==> src/hdl/rlis_defs_defs.svh <==
/*
 * Offsets, field positions, reset values and response codes of the receive line input select block.
 * Assumes it is included by bare name from the receive line input select module only.
 */
// Overview of operation
// - While the internal line interface unit is enabled the external receive line clock is used only as a bit of the live register.
// - The analog receive pair, seen through the line interface unit, is the source only while that unit is enabled.
// - In a bipolar code with the unit disabled, a high on the positive pulse input means a positive line pulse.
// - In a bipolar code with the unit disabled, a high on the negative pulse input means a negative line pulse.
// - External data is sampled on the rising edge of the reference clock, or the falling edge when it is inverted.
// - The reference clock is the receive line clock input, or the recovered receive clock output if so selected.
// - In unipolar mode the shared positive input carries already decoded receive data, taken as plain data.
// - In unipolar mode the violation counter advances once per reference cycle with the violation input high.
// - The line clock input and each external data or violation input have their own polarity inversion setting.
// - The receive line clock input can also serve as the reference for receive and transmit serial side outputs.
`ifndef RLIS_DEFS_SVH
`define RLIS_DEFS_SVH

`define RLIS_ADDR_W 5
`define RLIS_OFF_CTRL 5'h00
`define RLIS_OFF_STATUS 5'h04
`define RLIS_OFF_MASK 5'h08
`define RLIS_OFF_BPVCNT 5'h0c
`define RLIS_OFF_LIVE 5'h10

`define RLIS_CTRL_W 6
`define RLIS_CTRL_LIU_EN 0
`define RLIS_CTRL_UNI 1
`define RLIS_CTRL_REF_SEL 2
`define RLIS_CTRL_CLK_INV 3
`define RLIS_CTRL_POS_INV 4
`define RLIS_CTRL_NEG_INV 5
`define RLIS_RST_CTRL 6'h01

`define RLIS_ST_W 3
`define RLIS_ST_BPV 0
`define RLIS_ST_SAT 1
`define RLIS_ST_BOTH 2
`define RLIS_RST_STATUS 3'h0
`define RLIS_RST_MASK 3'h0

`define RLIS_RESP_OKAY 2'h0
`define RLIS_RESP_DECERR 2'h3

`endif

==> src/hdl/rlis_pkg.sv <==
/*
 * Types shared by the receive line input select design.
 * Assumes the field positions of the defs header match the struct bit order.
 */
package rlis_pkg;
	// control word, liu_en in bit 0
	typedef struct packed {
		logic neg_inv;
		logic pos_inv;
		logic clk_inv;
		logic ref_sel;
		logic unipolar_line_mode;
		logic liu_en;
	} rlis_ctrl_t;

	// one line symbol as seen by the decoder
	typedef struct packed {
		logic pos;
		logic neg;
	} rlis_line_t;

	// which clock paces the sampling
	typedef enum logic [2:0] {
		RLIS_SRC_LIU = 3'b001,
		RLIS_SRC_LINE = 3'b010,
		RLIS_SRC_RECOV = 3'b100
	} rlis_src_t;
endpackage : rlis_pkg

==> src/hdl/rlis_rx_line_input_select.sv <==
/*
 * Receive line input select for one port: chooses the on-chip line interface unit or the external line pins,
 * samples the external pins on a selectable, invertible reference clock, and hands symbols to the decoder.
 * Registers are reached over AXI4-Lite. Assumes every line-side input, the line interface unit's recovered clock
 * among them, is asynchronous to aclk and runs well below half the aclk rate, so that its edges can be found by
 * oversampling.
 */
`timescale 1ns/1ns
`include "rlis_defs_defs.svh"
module rlis_rx_line_input_select
	import rlis_pkg::*;
#(
	parameter int BPV_W = 16
)
(
	input wire logic aclk, // block clock, 20 MHz
	input wire logic aresetn, // synchronous reset, active low
	input wire logic ce, // clock enable, freezes all state when low
	input wire logic [`RLIS_ADDR_W-1:0] s_axi_awaddr, // write address
	input wire logic s_axi_awvalid, // write address valid
	output logic s_axi_awready, // write address ready
	input wire logic [31:0] s_axi_wdata, // write data
	input wire logic [3:0] s_axi_wstrb, // write byte strobes
	input wire logic s_axi_wvalid, // write data valid
	output logic s_axi_wready, // write data ready
	output logic [1:0] s_axi_bresp, // write response
	output logic s_axi_bvalid, // write response valid
	input wire logic s_axi_bready, // write response ready
	input wire logic [`RLIS_ADDR_W-1:0] s_axi_araddr, // read address
	input wire logic s_axi_arvalid, // read address valid
	output logic s_axi_arready, // read address ready
	output logic [31:0] s_axi_rdata, // read data
	output logic [1:0] s_axi_rresp, // read response
	output logic s_axi_rvalid, // read data valid
	input wire logic s_axi_rready, // read data ready
	output logic irq, // level interrupt, high while an unmasked status bit is set
	input wire logic rx_line_clk_in, // receive line clock pin
	input wire logic rx_pulse_pos_in, // positive pulse, or unipolar data in unipolar mode
	input wire logic rx_pulse_neg_in, // negative pulse, or code violation in unipolar mode
	input wire logic liu_rec_clk, // recovered clock of the line unit on the analog pair
	input wire logic liu_rec_pos, // positive pulse found on the analog pair
	input wire logic liu_rec_neg, // negative pulse found on the analog pair
	output logic rx_recovered_clk_out, // recovered receive clock, oversampled copy
	output logic dec_valid, // one-cycle pulse, a new symbol for the decoder
	output rlis_line_t dec_line, // symbol for the decoder
	output logic dec_unipolar, // symbol carries plain data in dec_line.pos
	output logic bpv_inc, // one-cycle pulse, advance the violation counter
	output logic line_ref_tick // one-cycle pulse on each active line clock edge while the unit is disabled
);
	// synchronised line-side levels
	logic [5:0] pin_sync;
	logic line_clk_s;
	logic pos_s;
	logic neg_s;
	logic liu_clk_s;
	logic liu_pos_s;
	logic liu_neg_s;

	// registers
	rlis_ctrl_t ctrl_q;
	logic [`RLIS_ST_W-1:0] status_q;
	logic [`RLIS_ST_W-1:0] status_d;
	logic [`RLIS_ST_W-1:0] mask_q;
	logic [BPV_W-1:0] bpv_cnt_q;
	logic [BPV_W-1:0] bpv_cnt_d;

	// edge detection and selection
	logic ref_prev_q;
	logic line_prev_q;
	logic ref_level;
	logic ref_edge;
	logic line_level;
	logic line_edge;
	rlis_src_t src;
	logic ext_pos;
	logic ext_neg;
	logic sel_pos;
	logic sel_neg;
	logic use_uni;
	logic viol_hit;
	logic both_hit;
	logic cnt_full;

	// bus side
	logic aw_have_q;
	logic w_have_q;
	logic [`RLIS_ADDR_W-1:0] awaddr_q;
	logic [31:0] wdata_q;
	logic [3:0] wstrb_q;
	logic aw_hs;
	logic w_hs;
	logic do_write;
	logic ar_hs;
	logic wr_ctrl;
	logic wr_mask;
	logic wr_hit;
	logic rd_hit;
	logic rd_status;
	logic [31:0] rd_word;

	// every line-side input passes two flip-flops before any logic reads it
	rlis_sync2 #(
		.W(6)
	) u_sync (
		.aclk(aclk),
		.aresetn(aresetn),
		.ce(ce),
		.d({rx_line_clk_in, rx_pulse_pos_in, rx_pulse_neg_in, liu_rec_clk, liu_rec_pos, liu_rec_neg}),
		.q(pin_sync)
	);

	// unpack the synchronised levels
	assign line_clk_s = pin_sync[5];
	assign pos_s = pin_sync[4];
	assign neg_s = pin_sync[3];
	assign liu_clk_s = pin_sync[2];
	assign liu_pos_s = pin_sync[1];
	assign liu_neg_s = pin_sync[0];

	// pacing source: the unit's own clock wins, so the line clock pin is ignored while it is on
	assign src = ctrl_q.liu_en ? RLIS_SRC_LIU :
		(ctrl_q.ref_sel ? RLIS_SRC_RECOV : RLIS_SRC_LINE);

	// inverted reference turns the falling edge into the sampling edge
	always_comb
	begin
		ref_level = 1'b0;
		unique case (src)
			RLIS_SRC_LIU: ref_level = liu_clk_s;
			RLIS_SRC_LINE: ref_level = line_clk_s ^ ctrl_q.clk_inv;
			RLIS_SRC_RECOV: ref_level = rx_recovered_clk_out ^ ctrl_q.clk_inv;
		endcase
	end

	assign ref_edge = ref_level & ~ref_prev_q;

	// the line clock edge is offered on its own for serial side users
	assign line_level = line_clk_s ^ ctrl_q.clk_inv;
	assign line_edge = line_level & ~line_prev_q;

	// per-input polarity on the external pins
	assign ext_pos = pos_s ^ ctrl_q.pos_inv;
	assign ext_neg = neg_s ^ ctrl_q.neg_inv;

	// analog pair only counts while the unit is enabled, pins only while it is off
	assign sel_pos = ctrl_q.liu_en ? liu_pos_s : ext_pos;
	assign sel_neg = ctrl_q.liu_en ? liu_neg_s : ext_neg;

	// unipolar mode applies to the external pins only
	assign use_uni = ctrl_q.unipolar_line_mode & ~ctrl_q.liu_en;
	assign viol_hit = ref_edge & use_uni & sel_neg;
	assign both_hit = ref_edge & ~use_uni & sel_pos & sel_neg;
	assign cnt_full = &bpv_cnt_q;

	// counter saturates rather than wraps so software never misreads a wrap as few errors
	assign bpv_cnt_d = (viol_hit && !cnt_full) ? bpv_cnt_q + BPV_W'(1) : bpv_cnt_q;

	// edge history
	always_ff @(posedge aclk)
	begin
		if (!aresetn)
		begin
			ref_prev_q <= 1'b0;
			line_prev_q <= 1'b0;
		end
		else if (ce)
		begin
			ref_prev_q <= ref_level;
			line_prev_q <= line_level;
		end
	end

	// recovered clock follows the unit when on, otherwise the line clock pin
	always_ff @(posedge aclk)
	begin
		if (!aresetn)
			rx_recovered_clk_out <= 1'b0;
		else if (ce)
			rx_recovered_clk_out <= ctrl_q.liu_en ? liu_clk_s : line_clk_s;
	end

	// symbol handed to the decoder on each sampling edge
	always_ff @(posedge aclk)
	begin
		if (!aresetn)
		begin
			dec_valid <= 1'b0;
			dec_line <= '0;
			dec_unipolar <= 1'b0;
			bpv_inc <= 1'b0;
			line_ref_tick <= 1'b0;
		end
		else if (ce)
		begin
			dec_valid <= ref_edge;
			bpv_inc <= viol_hit;
			line_ref_tick <= line_edge & ~ctrl_q.liu_en;
			if (ref_edge)
			begin
				dec_line.pos <= sel_pos;
				dec_line.neg <= use_uni ? 1'b0 : sel_neg;
				dec_unipolar <= use_uni;
			end
		end
	end

	// violation count, cleared by reset only
	always_ff @(posedge aclk)
	begin
		if (!aresetn)
			bpv_cnt_q <= '0;
		else if (ce)
			bpv_cnt_q <= bpv_cnt_d;
	end

	// bus handshakes and decode
	assign aw_hs = s_axi_awvalid & s_axi_awready;
	assign w_hs = s_axi_wvalid & s_axi_wready;
	assign ar_hs = s_axi_arvalid & s_axi_arready;
	assign do_write = aw_have_q & w_have_q & ~s_axi_bvalid;
	assign wr_ctrl = do_write & (awaddr_q == `RLIS_OFF_CTRL) & wstrb_q[0];
	assign wr_mask = do_write & (awaddr_q == `RLIS_OFF_MASK) & wstrb_q[0];
	assign wr_hit = (awaddr_q == `RLIS_OFF_CTRL) | (awaddr_q == `RLIS_OFF_STATUS) |
		(awaddr_q == `RLIS_OFF_MASK) | (awaddr_q == `RLIS_OFF_BPVCNT) | (awaddr_q == `RLIS_OFF_LIVE);
	assign rd_hit = (s_axi_araddr == `RLIS_OFF_CTRL) | (s_axi_araddr == `RLIS_OFF_STATUS) |
		(s_axi_araddr == `RLIS_OFF_MASK) | (s_axi_araddr == `RLIS_OFF_BPVCNT) |
		(s_axi_araddr == `RLIS_OFF_LIVE);
	assign rd_status = ar_hs & (s_axi_araddr == `RLIS_OFF_STATUS);

	// read word selection, unused upper bits read as zero
	assign rd_word =
		(s_axi_araddr == `RLIS_OFF_CTRL) ? 32'(ctrl_q) :
		(s_axi_araddr == `RLIS_OFF_STATUS) ? 32'(status_q) :
		(s_axi_araddr == `RLIS_OFF_MASK) ? 32'(mask_q) :
		(s_axi_araddr == `RLIS_OFF_BPVCNT) ? 32'(bpv_cnt_q) :
		(s_axi_araddr == `RLIS_OFF_LIVE) ? {28'h0000000, line_clk_s, rx_recovered_clk_out, sel_pos, sel_neg} :
		32'h00000000;

	// sticky events; a new event in the cycle of the clearing read survives it
	always_comb
	begin
		status_d = rd_status ? `RLIS_ST_W'(0) : status_q;
		if (viol_hit)
			status_d[`RLIS_ST_BPV] = 1'b1;
		if (viol_hit && cnt_full)
			status_d[`RLIS_ST_SAT] = 1'b1;
		if (both_hit)
			status_d[`RLIS_ST_BOTH] = 1'b1;
	end

	// control, status and mask registers
	always_ff @(posedge aclk)
	begin
		if (!aresetn)
		begin
			ctrl_q <= `RLIS_RST_CTRL;
			status_q <= `RLIS_RST_STATUS;
			mask_q <= `RLIS_RST_MASK;
		end
		else if (ce)
		begin
			status_q <= status_d;
			if (wr_ctrl)
				ctrl_q <= s_axi_wdata_q_ctrl(wdata_q);
			if (wr_mask)
				mask_q <= wdata_q[`RLIS_ST_W-1:0];
		end
	end

	// interrupt is registered from the next status value so it tracks status_q exactly
	always_ff @(posedge aclk)
	begin
		if (!aresetn)
			irq <= 1'b0;
		else if (ce)
			irq <= |(status_d & (wr_mask ? wdata_q[`RLIS_ST_W-1:0] : mask_q));
	end

	// write address and data may arrive in either order; each is held until the response
	always_ff @(posedge aclk)
	begin
		if (!aresetn)
		begin
			aw_have_q <= 1'b0;
			w_have_q <= 1'b0;
			awaddr_q <= '0;
			wdata_q <= '0;
			wstrb_q <= '0;
		end
		else if (ce)
		begin
			if (aw_hs)
			begin
				aw_have_q <= 1'b1;
				awaddr_q <= s_axi_awaddr;
			end
			else if (do_write)
				aw_have_q <= 1'b0;
			if (w_hs)
			begin
				w_have_q <= 1'b1;
				wdata_q <= s_axi_wdata;
				wstrb_q <= s_axi_wstrb;
			end
			else if (do_write)
				w_have_q <= 1'b0;
		end
	end

	// write channel readies and response; readies return only after the response is taken
	always_ff @(posedge aclk)
	begin
		if (!aresetn)
		begin
			s_axi_awready <= 1'b1;
			s_axi_wready <= 1'b1;
			s_axi_bvalid <= 1'b0;
			s_axi_bresp <= `RLIS_RESP_OKAY;
		end
		else if (ce)
		begin
			if (aw_hs)
				s_axi_awready <= 1'b0;
			if (w_hs)
				s_axi_wready <= 1'b0;
			if (do_write)
			begin
				s_axi_bvalid <= 1'b1;
				s_axi_bresp <= wr_hit ? `RLIS_RESP_OKAY : `RLIS_RESP_DECERR;
			end
			else if (s_axi_bvalid && s_axi_bready)
			begin
				s_axi_bvalid <= 1'b0;
				s_axi_awready <= 1'b1;
				s_axi_wready <= 1'b1;
			end
		end
	end

	// read channel: one read at a time, data registered at the address handshake
	always_ff @(posedge aclk)
	begin
		if (!aresetn)
		begin
			s_axi_arready <= 1'b1;
			s_axi_rvalid <= 1'b0;
			s_axi_rdata <= '0;
			s_axi_rresp <= `RLIS_RESP_OKAY;
		end
		else if (ce)
		begin
			if (ar_hs)
			begin
				s_axi_arready <= 1'b0;
				s_axi_rvalid <= 1'b1;
				s_axi_rdata <= rd_word;
				s_axi_rresp <= rd_hit ? `RLIS_RESP_OKAY : `RLIS_RESP_DECERR;
			end
			else if (s_axi_rvalid && s_axi_rready)
			begin
				s_axi_rvalid <= 1'b0;
				s_axi_arready <= 1'b1;
			end
		end
	end

	// control field extraction from a written word
	function automatic rlis_ctrl_t s_axi_wdata_q_ctrl(input logic [31:0] w);
		rlis_ctrl_t c;
		c = rlis_ctrl_t'(w[`RLIS_CTRL_W-1:0]);
		return c;
	endfunction : s_axi_wdata_q_ctrl
endmodule : rlis_rx_line_input_select

==> src/hdl/rlis_sync2.sv <==
/*
 * Two flip-flop synchroniser for a group of independent levels.
 * Assumes each bit is a level that may change at any time relative to aclk.
 */
`timescale 1ns/1ns
module rlis_sync2
#(
	parameter int W = 1
)
(
	input wire logic aclk, // block clock
	input wire logic aresetn, // synchronous reset, active low
	input wire logic ce, // clock enable
	input wire logic [W-1:0] d, // asynchronous levels
	output logic [W-1:0] q // synchronised levels
);
	logic [W-1:0] meta_q;

	// first stage is read by the second stage only
	always_ff @(posedge aclk)
	begin
		if (!aresetn)
		begin
			meta_q <= '0;
			q <= '0;
		end
		else if (ce)
		begin
			meta_q <= d;
			q <= meta_q;
		end
	end
endmodule : rlis_sync2

==> config.mk <==
export PLATFORM = sky130hd
export DESIGN_NAME = rlis_rx_line_input_select
export DESIGN_NICKNAME = d
export VERILOG_FILES = /design/src/hdl/rlis_pkg.sv /design/src/hdl/rlis_rx_line_input_select.sv /design/src/hdl/rlis_sync2.sv
export VERILOG_INCLUDE_DIRS = /design/src /design/src/hdl
export SDC_FILE = /design/constraint.sdc
export NUM_CORES = 1
export LEC_CHECK = 0
export ABC_CLOCK_PERIOD_IN_PS = 2200
export BUFFER_PORTS_ARGS = -buffer_cell sky130_fd_sc_hd__buf_2
export CORE_MARGIN = 2
export CORE_UTILIZATION = 52
export CTS_CLUSTER_DIAMETER = 100
export DETAILED_ROUTE_END_ITERATION = 12
export PLACE_DENSITY = 0.89
export SYNTH_ARGS = -nofsm -noshare
export SYNTH_HDL_FRONTEND = slang
export SYNTH_HIERARCHICAL = 1
export SYNTH_SLANG_ARGS = --single-unit
==> constraint.sdc <==
create_clock -name aclk -period 2.2 [get_ports aclk]
set_input_delay 0.11 -clock aclk [delete_from_list [all_inputs] [get_ports aclk]]
set_output_delay 0.11 -clock aclk [all_outputs]
set_load 0.05 [all_outputs]
After elaboration in Yosys (flattened, before gate mapping)
Cells that the tools add are included.
{"block": "word_totals", "reg_bits": 105, "latch_bits": 0, "ramBits": 0, "romBits": 0, "input_bits": 60, "output_inout_bits": 49, "word_cells": 141, "mem_count": 0}
{"block": "classes", "n_addsub": 1, "multipliers": 0, "n_div": 0, "order_cmp": 0, "n_eq_ne": 11, "n_shift": 0, "n_mux": 34, "bitwise": 37, "reduce_logical": 24}
{"op": "16-bit two-way mux", "count": 4}
{"op": "1-bit two-way mux", "count": 22}
{"op": "2-bit AND reduction", "count": 11}
{"op": "5-bit by 4-bit equality test with 1-bit output, second input constant", "count": 4}
{"op": "1-bit bitwise AND", "count": 19}
{"op": "16-bit by 1-bit adder with 16-bit output, second input constant", "count": 1}
{"op": "16-bit AND reduction", "count": 1}
{"op": "3-bit two-way mux", "count": 4}
{"op": "5-bit by 3-bit equality test with 1-bit output, second input constant", "count": 2}
{"op": "5-bit equality test, second input constant", "count": 2}
{"op": "5-bit logical NOT", "count": 2}
{"op": "1-bit bitwise OR", "count": 8}
{"op": "2-bit nonzero test", "count": 4}
{"op": "1-bit inverter", "count": 5}
{"op": "1-bit logical AND", "count": 4}
{"op": "2-bit two-way mux", "count": 2}
{"op": "4-bit two-way mux", "count": 1}
{"op": "1-bit bitwise XOR", "count": 4}
{"op": "3-bit bitwise AND", "count": 1}
{"op": "3-bit by 1-bit equality test with 1-bit output, second input constant", "count": 1}
{"op": "3-bit by 2-bit equality test with 1-bit output, second input constant", "count": 1}
{"op": "3-bit equality test, second input constant", "count": 1}
{"op": "1-bit case mux with 3 select lines", "count": 1}
{"op": "3-bit OR reduction", "count": 1}
{"op": "1-bit logical NOT", "count": 1}

Logic depth before layout (Yosys ltp)
Gate-level depths: netlist of the first run.
{"block": "depth", "word_depth": 11, "depth_mapped": 6}

Modules after synthesis
The synthesis of the first run kept the hierarchy.
{"module": "rlis_rx_line_input_select", "n_inst": 1, "cells_each": 401, "area_per_inst_um2": 3469.6}
{"module": "rlis_sync2", "n_inst": 1, "cells_each": 38, "area_per_inst_um2": 450.4}

Least setup slack after synthesis of the first run
Ideal clock, no wire load.
{"block": "synth_path", "path_kind": "reg2reg", "start": "register rx_recovered_clk_out", "end": "register bpv_cnt_q[13]", "setup_ps": 70, "arrival_ps": 2046, "setup_slack_ps": 83, "stages_incl_launch_ff": 7, "period_less_slack_ps": 2117, "cell_sequence": "dfxtp_1 mux2i_1 mux2i_1 or2_4 buf_6 or4_1 a21oi_1"}
{"block": "synth_between", "elab_chain_cells": 7}
{"element": "start, declared", "line": "rlis_rx_line_input_select.sv:43", "text": "output logic rx_recovered_clk_out,"}
{"element": "start signal, assigned", "line": "rlis_rx_line_input_select.sv:179", "text": "rx_recovered_clk_out <= ctrl_q.liu_en ? liu_clk_s : line_clk_s;"}
{"element": "1-bit bitwise XOR", "line": "rlis_rx_line_input_select.sv:131", "text": "RLIS_SRC_RECOV: ref_level = rx_recovered_clk_out ^ ctrl_q.clk_inv;"}
{"element": "1-bit case mux with 3 select lines", "line": "rlis_rx_line_input_select.sv:128", "text": "unique case (src)"}
{"element": "1-bit bitwise AND", "line": "rlis_rx_line_input_select.sv:135", "text": "assign ref_edge = ref_level & ~ref_prev_q;"}
{"element": "1-bit bitwise AND (2 in series)", "line": "rlis_rx_line_input_select.sv:151", "text": "assign viol_hit = ref_edge & use_uni & sel_neg;"}
{"element": "1-bit logical AND", "line": "rlis_rx_line_input_select.sv:156", "text": "assign bpv_cnt_d = (viol_hit && !cnt_full) ? bpv_cnt_q + BPV_W'(1) : bpv_cnt_q;"}
{"element": "2-bit AND reduction (no source line)"}
{"element": "end signal, assigned", "line": "rlis_rx_line_input_select.sv:213", "text": "bpv_cnt_q <= bpv_cnt_d;"}
{"element": "end, declared", "line": "rlis_rx_line_input_select.sv:64", "text": "logic [BPV_W-1:0] bpv_cnt_q;"}
Every way passes these cells.
A chain may end at the register's enable or synchronous reset.

Final worst setup path of the first run
{"block": "layout_path", "start": "register ctrl_q[5] in the netlist's numbering", "end": "register bpv_cnt_q[8]"}
{"block": "layout_between", "elab_chain_cells": 5}
{"element": "start, declared", "line": "rlis_rx_line_input_select.sv:60", "text": "rlis_ctrl_t ctrl_q;"}
{"element": "start signal, assigned", "line": "rlis_rx_line_input_select.sv:256", "text": "ctrl_q <= `RLIS_RST_CTRL;"}
{"element": "start signal, assigned", "line": "rlis_rx_line_input_select.sv:264", "text": "ctrl_q <= s_axi_wdata_q_ctrl(wdata_q);"}
{"element": "1-bit bitwise XOR", "line": "rlis_rx_line_input_select.sv:143", "text": "assign ext_neg = neg_s ^ ctrl_q.neg_inv;"}
{"element": "1-bit two-way mux", "line": "rlis_rx_line_input_select.sv:147", "text": "assign sel_neg = ctrl_q.liu_en ? liu_neg_s : ext_neg;"}
{"element": "1-bit bitwise AND", "line": "rlis_rx_line_input_select.sv:151"}
{"element": "1-bit logical AND", "line": "rlis_rx_line_input_select.sv:156"}
{"element": "2-bit AND reduction (no source line)"}
Every way passes these cells.

==> run metrics, run 1 <==
commonest cells in the netlist dfxtp_1, nor2_1, mux2i_1; vias per inst about 5.7; Synth-to-Final Area Change 17.5%; fraction of layout cells with a size suffix above 1 between 10% and 20%; CORE AREA around 0.0073 mm²; initial core utilization a little over half; Die Y just over 90 µm; H-tree levels 3; Max Root-Sink Buffers 2; crit end category register; DRT antenna net count 0; worst-margin pin slew between 0.5 and 0.6 ns; fin crit period between 2 and 2.5 ns; Post-synth ARST share 0%; sequential-to-total area share from yosys stat approximately 44%; crit path from ctrl_q[5]; top_reg_cell synth dfxtp_1; io pins 109; mux share of post-synthesis cell area 13.4%; final max-slew violation count 0; global-route wire length before repair around 16000 µm; total grt overflow 0; clock slew at reported path FFs 0.08 ns; max_cap viols 0; largest family of logic cells by synthesized area simple AND/OR/NAND/NOR gates; Crit Reg-Reg Startpoint ctrl_q[5]; dpl hpwl 6350 µm; total power per unit cell area 686 mW/mm²; dominant cells by area after synthesis dfxtp_1, mux2i_1, nor2_1, nand2_1, buf_4; Core Rows 31; Final setup viols 0; Clock Skews 0.00989 ns; Die Footprint 0.00825 mm²; complex-gate fraction of the synthesized area approximately an eighth; Die X roughly 91 µm; CTS Sinks 87; Tcrit/Tclk final 96.3%; CTS tree built; later-pin clock latency in the skew report between 0.3 and 0.4 ns; Post-Synth Simple-Gate Area 22.3%; port buffer count 63; ANT cells 0; fmax between 0.4 and 0.5 GHz; Yosys reg bits 87; post-synthesis cell area ~0.0039 mm²; Leak between 1.5 and 2 nW; Arr. time, crit path 2.41 ns; Syn Inst Count roughly 440; largest net degree at the start of global routing 58; startpoint types register; EDFF count, synth 0; Wirelength per Cell between 15 and 20 µm; violated checks hold timing; setup tns final 0 ns; Worst Path Required ~2.5 ns; Place WS 0.0726 ns; dominant cell type by area after synthesis dfxtp_1; initial DRC count between 200 and 300; initial antenna violation count 0; Avg Cell Area, Syn roughly 8.9 µm²; synth warn 6; Pwr Total between 3 and 4 mW; GRT Total Usage a little under a quarter; Yosys top cell area share about 44%; Adder-Cell Fraction of Synth Area less than 1%; routed wire length roughly 9400 µm; final net count 574; CP max FO 11; Worst VDD drop between 0.3 and 0.4 mV; GP Congestion a little over 0.9; routed vias approximately 3500; total CTS buffers 9; worst hold path type input port to register; Hold Violations, Final 1; HP Start s_axi_wdata[2]; DRC errors left 0; most instantiated library cell after synthesis dfxtp_1; 1st-pass router iterations 5; hold_ws -0.00704 ns; CTS Root Cell clkbuf_8; Post-CTS Setup Repair Bufs 0; vias in the first global route ~3300; Netlist cell types 46; status finished, violations left; Crit Path Category register to register; Slew HR 60.4%; Synth Area in XOR/XNOR less than 1%; RSZ-0062 raised after global routing no; slack of the critical path between 0.08 and 0.09 ns
## worst max-delay path, cell delays in order, from the launching register on
cell     delay (ns)
dfxtp_2        0.36
xnor2_1        0.17
or4b_4         0.52
or2_2          0.42
nor4_1         0.36
mux2i_1        0.22
## metal layers
| metal | wire, µm | vias up | global-route usage [%] | share of wire [%] |
|---|---|---|---|---|
| met1 | 3940 | 1634 | 29.1 | 42 |
| met3 | 642 | 31 | 5.51 | 6.8 |
| met4 | 286 | 0 | 9.85 | 3.0 |
| met5 | 0 | - | 0 | 0 |
| met2 | 4520 | 158 | 39.0 | 48 |
| li1 | - | 1670 | - | - |
## registers in the layout, summed over array words and instances, names as in the netlist, 2 cells and up
register       cells
s_axi_rdata       16
status_q           3
awaddr_q           5
mask_q             3
bpv_cnt_q         16
wdata_q            6
ctrl_q             6
u_sync/meta_q      6
dec_line           2
u_sync/q           6
## layout by cell type, fill, tap and decap left out, types with 14 or more instances in the layout
cell     Yosys  final
nand3_1     15     15
nand2_1     40     40
conb_1       1     16
buf_2        0     63
buf_4       18     14
nor2_1      50     50
mux2i_1     49     49
dfxtp_1     87     86
nor2b_1     15     14
a21oi_1     23     23
## final cells by class
| cell class | count | area (µm²) |
|---|---|---|
| sequential | 87 | 1740 |
| multi-input combinational | 323 | 2000 |
| inverter | 6 | 22.5 |
| clock inverter | 4 | 70.1 |
| clock buffer | 11 | 141 |
| fill | 598 | 2690 |
| tap | 99 | 124 |
| timing repair buffer | 86 | 510 |
## power by group
part	internal, mW	leakage [nW]	switching (mW)
combinational	0.101	1.15	0.225
sequential	1.61	0.707	0.0281
clock	0.661	0.109	0.533
## cells by family after synthesis
group | Yosys count
and+or+nand+nor | 175
buffers and inverters | 45
muxes | 52
DFF | 87
xor gates and xnor gates | 3
AOI/OAI and AO/OA | 75
adders and majority gates | 1
other | 1
## worst paths after layout
kind	endpoint	slack, ns	cells after the start
setup reg to reg	bpv_cnt_q[8]	0.08	5
hold reg to reg	s_axi_rdata[5]	0.47	2
hold / removal	wdata_q[2]	-0.007	3
setup / recovery	bpv_cnt_q[8]	0.08	5
## timing repair
| item | CTS | global route |
|---|---|---|
| hold buffers | 9 | 0 |
| setup endpoints to repair | 0 | 10 |
| gates resized for setup | 0 | 3 |
| endpoints found under the hold margin | 9 | 0 |
## per-stage QoR
step	hold WS [ns]	util (%)	cell area, µm²	cells
after global placement	0.339	58.9	4290	591
after detailed placement	0.348	58.9	4290	591
after floorplan	0.238	-	3980	454
after global routing	0.0131	63.2	4610	616
final	-0.00704	63.2	4610	616
after CTS	0.00249	63.0	4590	615
Note: power is estimated with default switching activity, not from simulation.
==> run 2, diff against run 1 <==
--- a/config.mk
+++ b/config.mk
@@ -15,5 +15,4 @@
 export PLACE_DENSITY = 0.89
 export SYNTH_ARGS = -nofsm -noshare
 export SYNTH_HDL_FRONTEND = slang
-export SYNTH_HIERARCHICAL = 1
 export SYNTH_SLANG_ARGS = --single-unit
==> run 2 against run 1 <==
- the flow still finishes with violations (hold timing)
- clock power barely moved
- sequential power barely moved
- sequential cell count did not move
- via count fell by 6.3%
- final cell count fell by 1.9%
- count of clock-buffer cells in the layout did not move
- worst hold slack improved by 0.0069 ns
- utilization fell by 1.1 points
- first-iteration DRC count fell by 39%
- critical path depth rose by 1
- clock skew fell by 0.00093 ns
==> run metrics, run 2 <==
status finished, violations left; violated checks hold timing; CP max stage delay ~0.41 ns; Leak 1.95 nW; PostCTS Resize Cnt 0; RSZ-0062 raised after global routing no; CP max FO 4; initial antenna violation count 0; worst hold path type input port to register; final max-slew violation count 0; EDFF count, synth 0; port buffer count 63; GP Congestion 0.877; Final setup viols 0; fin crit period roughly 2 ns; Arr. time, crit path between 2 and 2.5 ns; max_cap viols 0; clock slew at reported path FFs about 0.090 ns; H-tree levels 3; post-synthesis cell area around 0.0038 mm²; dominant cell type by area after synthesis dfxtp_1; biggest regs bpv_cnt_q: 16 flops, s_axi_rdata: 16 flops; Worst VDD drop 0.448 mV; dominant cells by area after synthesis dfxtp_1, mux2i_1, nor2_1, xnor2_1, a21oi_1; Wirelength per Cell around 14 µm; Slew HR roughly 64%; crit end category register; Netlist cell types just under 50; worst-margin pin slew about 0.53 ns; cells along the critical path mux2i_1 -> xnor2_2 -> nand3_4 -> or3_4 -> or4_1 -> a21oi_1; Syn Inst Count 436; Max Root-Sink Buffers 2; multi-input combinational cell area between 0.0015 and 0.002 mm²; routed wire length between 8000 and 9000 µm; routed vias 3272; hold_ws -0.000183 ns; io pins 109; synth warn 0; Post-synth ARST share 0%; Crit Path Category register to register; sequential-to-total area share from yosys stat 45.4%; Yosys top cell area share 45.4%; final net count around 560; Die Footprint between 0.008 and 0.009 mm²; Yosys reg bits between 80 and 90; most instantiated library cell after synthesis dfxtp_1; most frequent cells in the layout dfxtp_1, nor2_1, buf_2; DRC errors left 0; DRT antenna net count 0; global-route wire length before repair 14200 µm; Avg Cell Area, Syn roughly 8.8 µm²; fill cell count 623; Hold Violations, Final 1; CTS Root Cell clkbuf_8; Tcrit/Tclk final 92.1%; fmax roughly 0.49 GHz; Worst Path Required 2.49 ns; vias per inst 5.42; ANT cells 0; Clock Skews ~0.0090 ns; fraction of layout cells with a size suffix above 1 about a fifth; Die X 89.9 µm; Die Y approximately 90 µm; initial DRC count 166; largest net degree at the start of global routing 69; Sequential Area ~0.0017 mm²; commonest cells in the netlist dfxtp_1, nor2_1, mux2i_1; later-pin clock latency in the skew report 0.36 ns; 1st-pass router iterations 5; CTS tree built; top_reg_cell synth dfxtp_1; vias in the first global route approximately 3200; Core Rows 31; total power per unit cell area approximately 710 mW/mm²; slowest CP cell or4_1; Synth-to-Final Area Change 16.8%; GRT Total Usage 21.3%; startpoint types register; initial core utilization 53.1%; total CTS buffers 9; setup tns final 0 ns; dpl hpwl around 5900 µm; total grt overflow 0; CTS Sinks 87; commonest non-fill, non-tap cell in the layout dfxtp_1; CORE AREA ~0.0072 mm²
[run 2: cell types whose count changed in the layout (fill, tap and decap cells not counted), moves of 6 or more]
cell	delta
buf_4	-6
mux2i_1	-6
nand2b_1	-10
nand3_1	+6
nor2_1	+22
nor2b_1	-11
xnor2_1	+13
[run 2: power by group]
part	internal, mW	switching [mW]
Clock	0.661	0.544
Sequential	1.62	0.0294
Combinational	0.103	0.245
[run 2: area by class of cell]
cell class | count | area share [%]
clock inverter | 4 | 1.56
sequential | 87 | 38.9
multi-input combinational | 315 | 42.3
timing repair buffer | 80 | 10.6
clock buffer | 11 | 3.16
tap | 99 | 2.77
inverter | 8 | 0.670
[run 2: final timing paths]
kind | slack, ns | end | start | cells after the start
hold / removal | -0.0002 | u_sync.meta_q[0] | liu_rec_neg | 3
setup / recovery | 0.17 | bpv_cnt_q[14] | ctrl_q[2] | 6
setup reg to reg | 0.17 | bpv_cnt_q[14] | ctrl_q[2] | 6
hold reg to reg | 0.45 | s_axi_rdata[10] | s_axi_rdata[10] | 2
[run 2: metrics by stage]
stage,power [mW],util (%),cells,worst slack [ns],cell area (µm²)
finish,3.20,62.1,604,0.174,4480
detailed placement,2.02,58.0,581,0.238,4190
floorplan,1.95,-,451,0.198,3890
global placement,2.00,58.0,581,0.259,4190
CTS,3.21,62.1,604,0.167,4480
global route,3.30,62.1,604,0.0134,4480
[run 2: worst max-delay path: cells and delay by family, from the launching register on]
family	cells	cell delay, ns
compound gates	1	0.16
simple gates	3	0.92
xor+xnor	1	0.20
mux	1	0.30
flops	1	0.38
[run 2: logic make-up (layout without fill, tap and decap cells)]
kind of cell	after synthesis	after routing	share of synthesized area, %
AO/OA/AOI/OAI	63	63	10.1
XOR/XNOR	18	18	4.50
adder cells (fa/ha/maj)	1	1	0.326
buffers and inverters	49	103	6.59
flip-flops	87	87	45.4
multiplexers	45	45	11.8
other	1	16	0.0978
AND/OR/NAND/NOR	172	172	21.2
[run 2: what timing repair did]
item / 4_1_cts / 5_1_grt
endpoints found under the hold margin: 8 / 0
buffers inserted: 0 / 0
hold buffers: 8 / 0
[run 2: layer usage]
| layer | up-vias | part of all wire, % | global-route usage [%] |
|---|---|---|---|
| li1 | 1600 | - | - |
| met1 | 1565 | 41 | 24.1 |
| met2 | 94 | 52 | 39.5 |
| met3 | 13 | 4.7 | 3.77 |
| met4 | 0 | 1.6 | 8.59 |
| met5 | - | 0 | 0 |
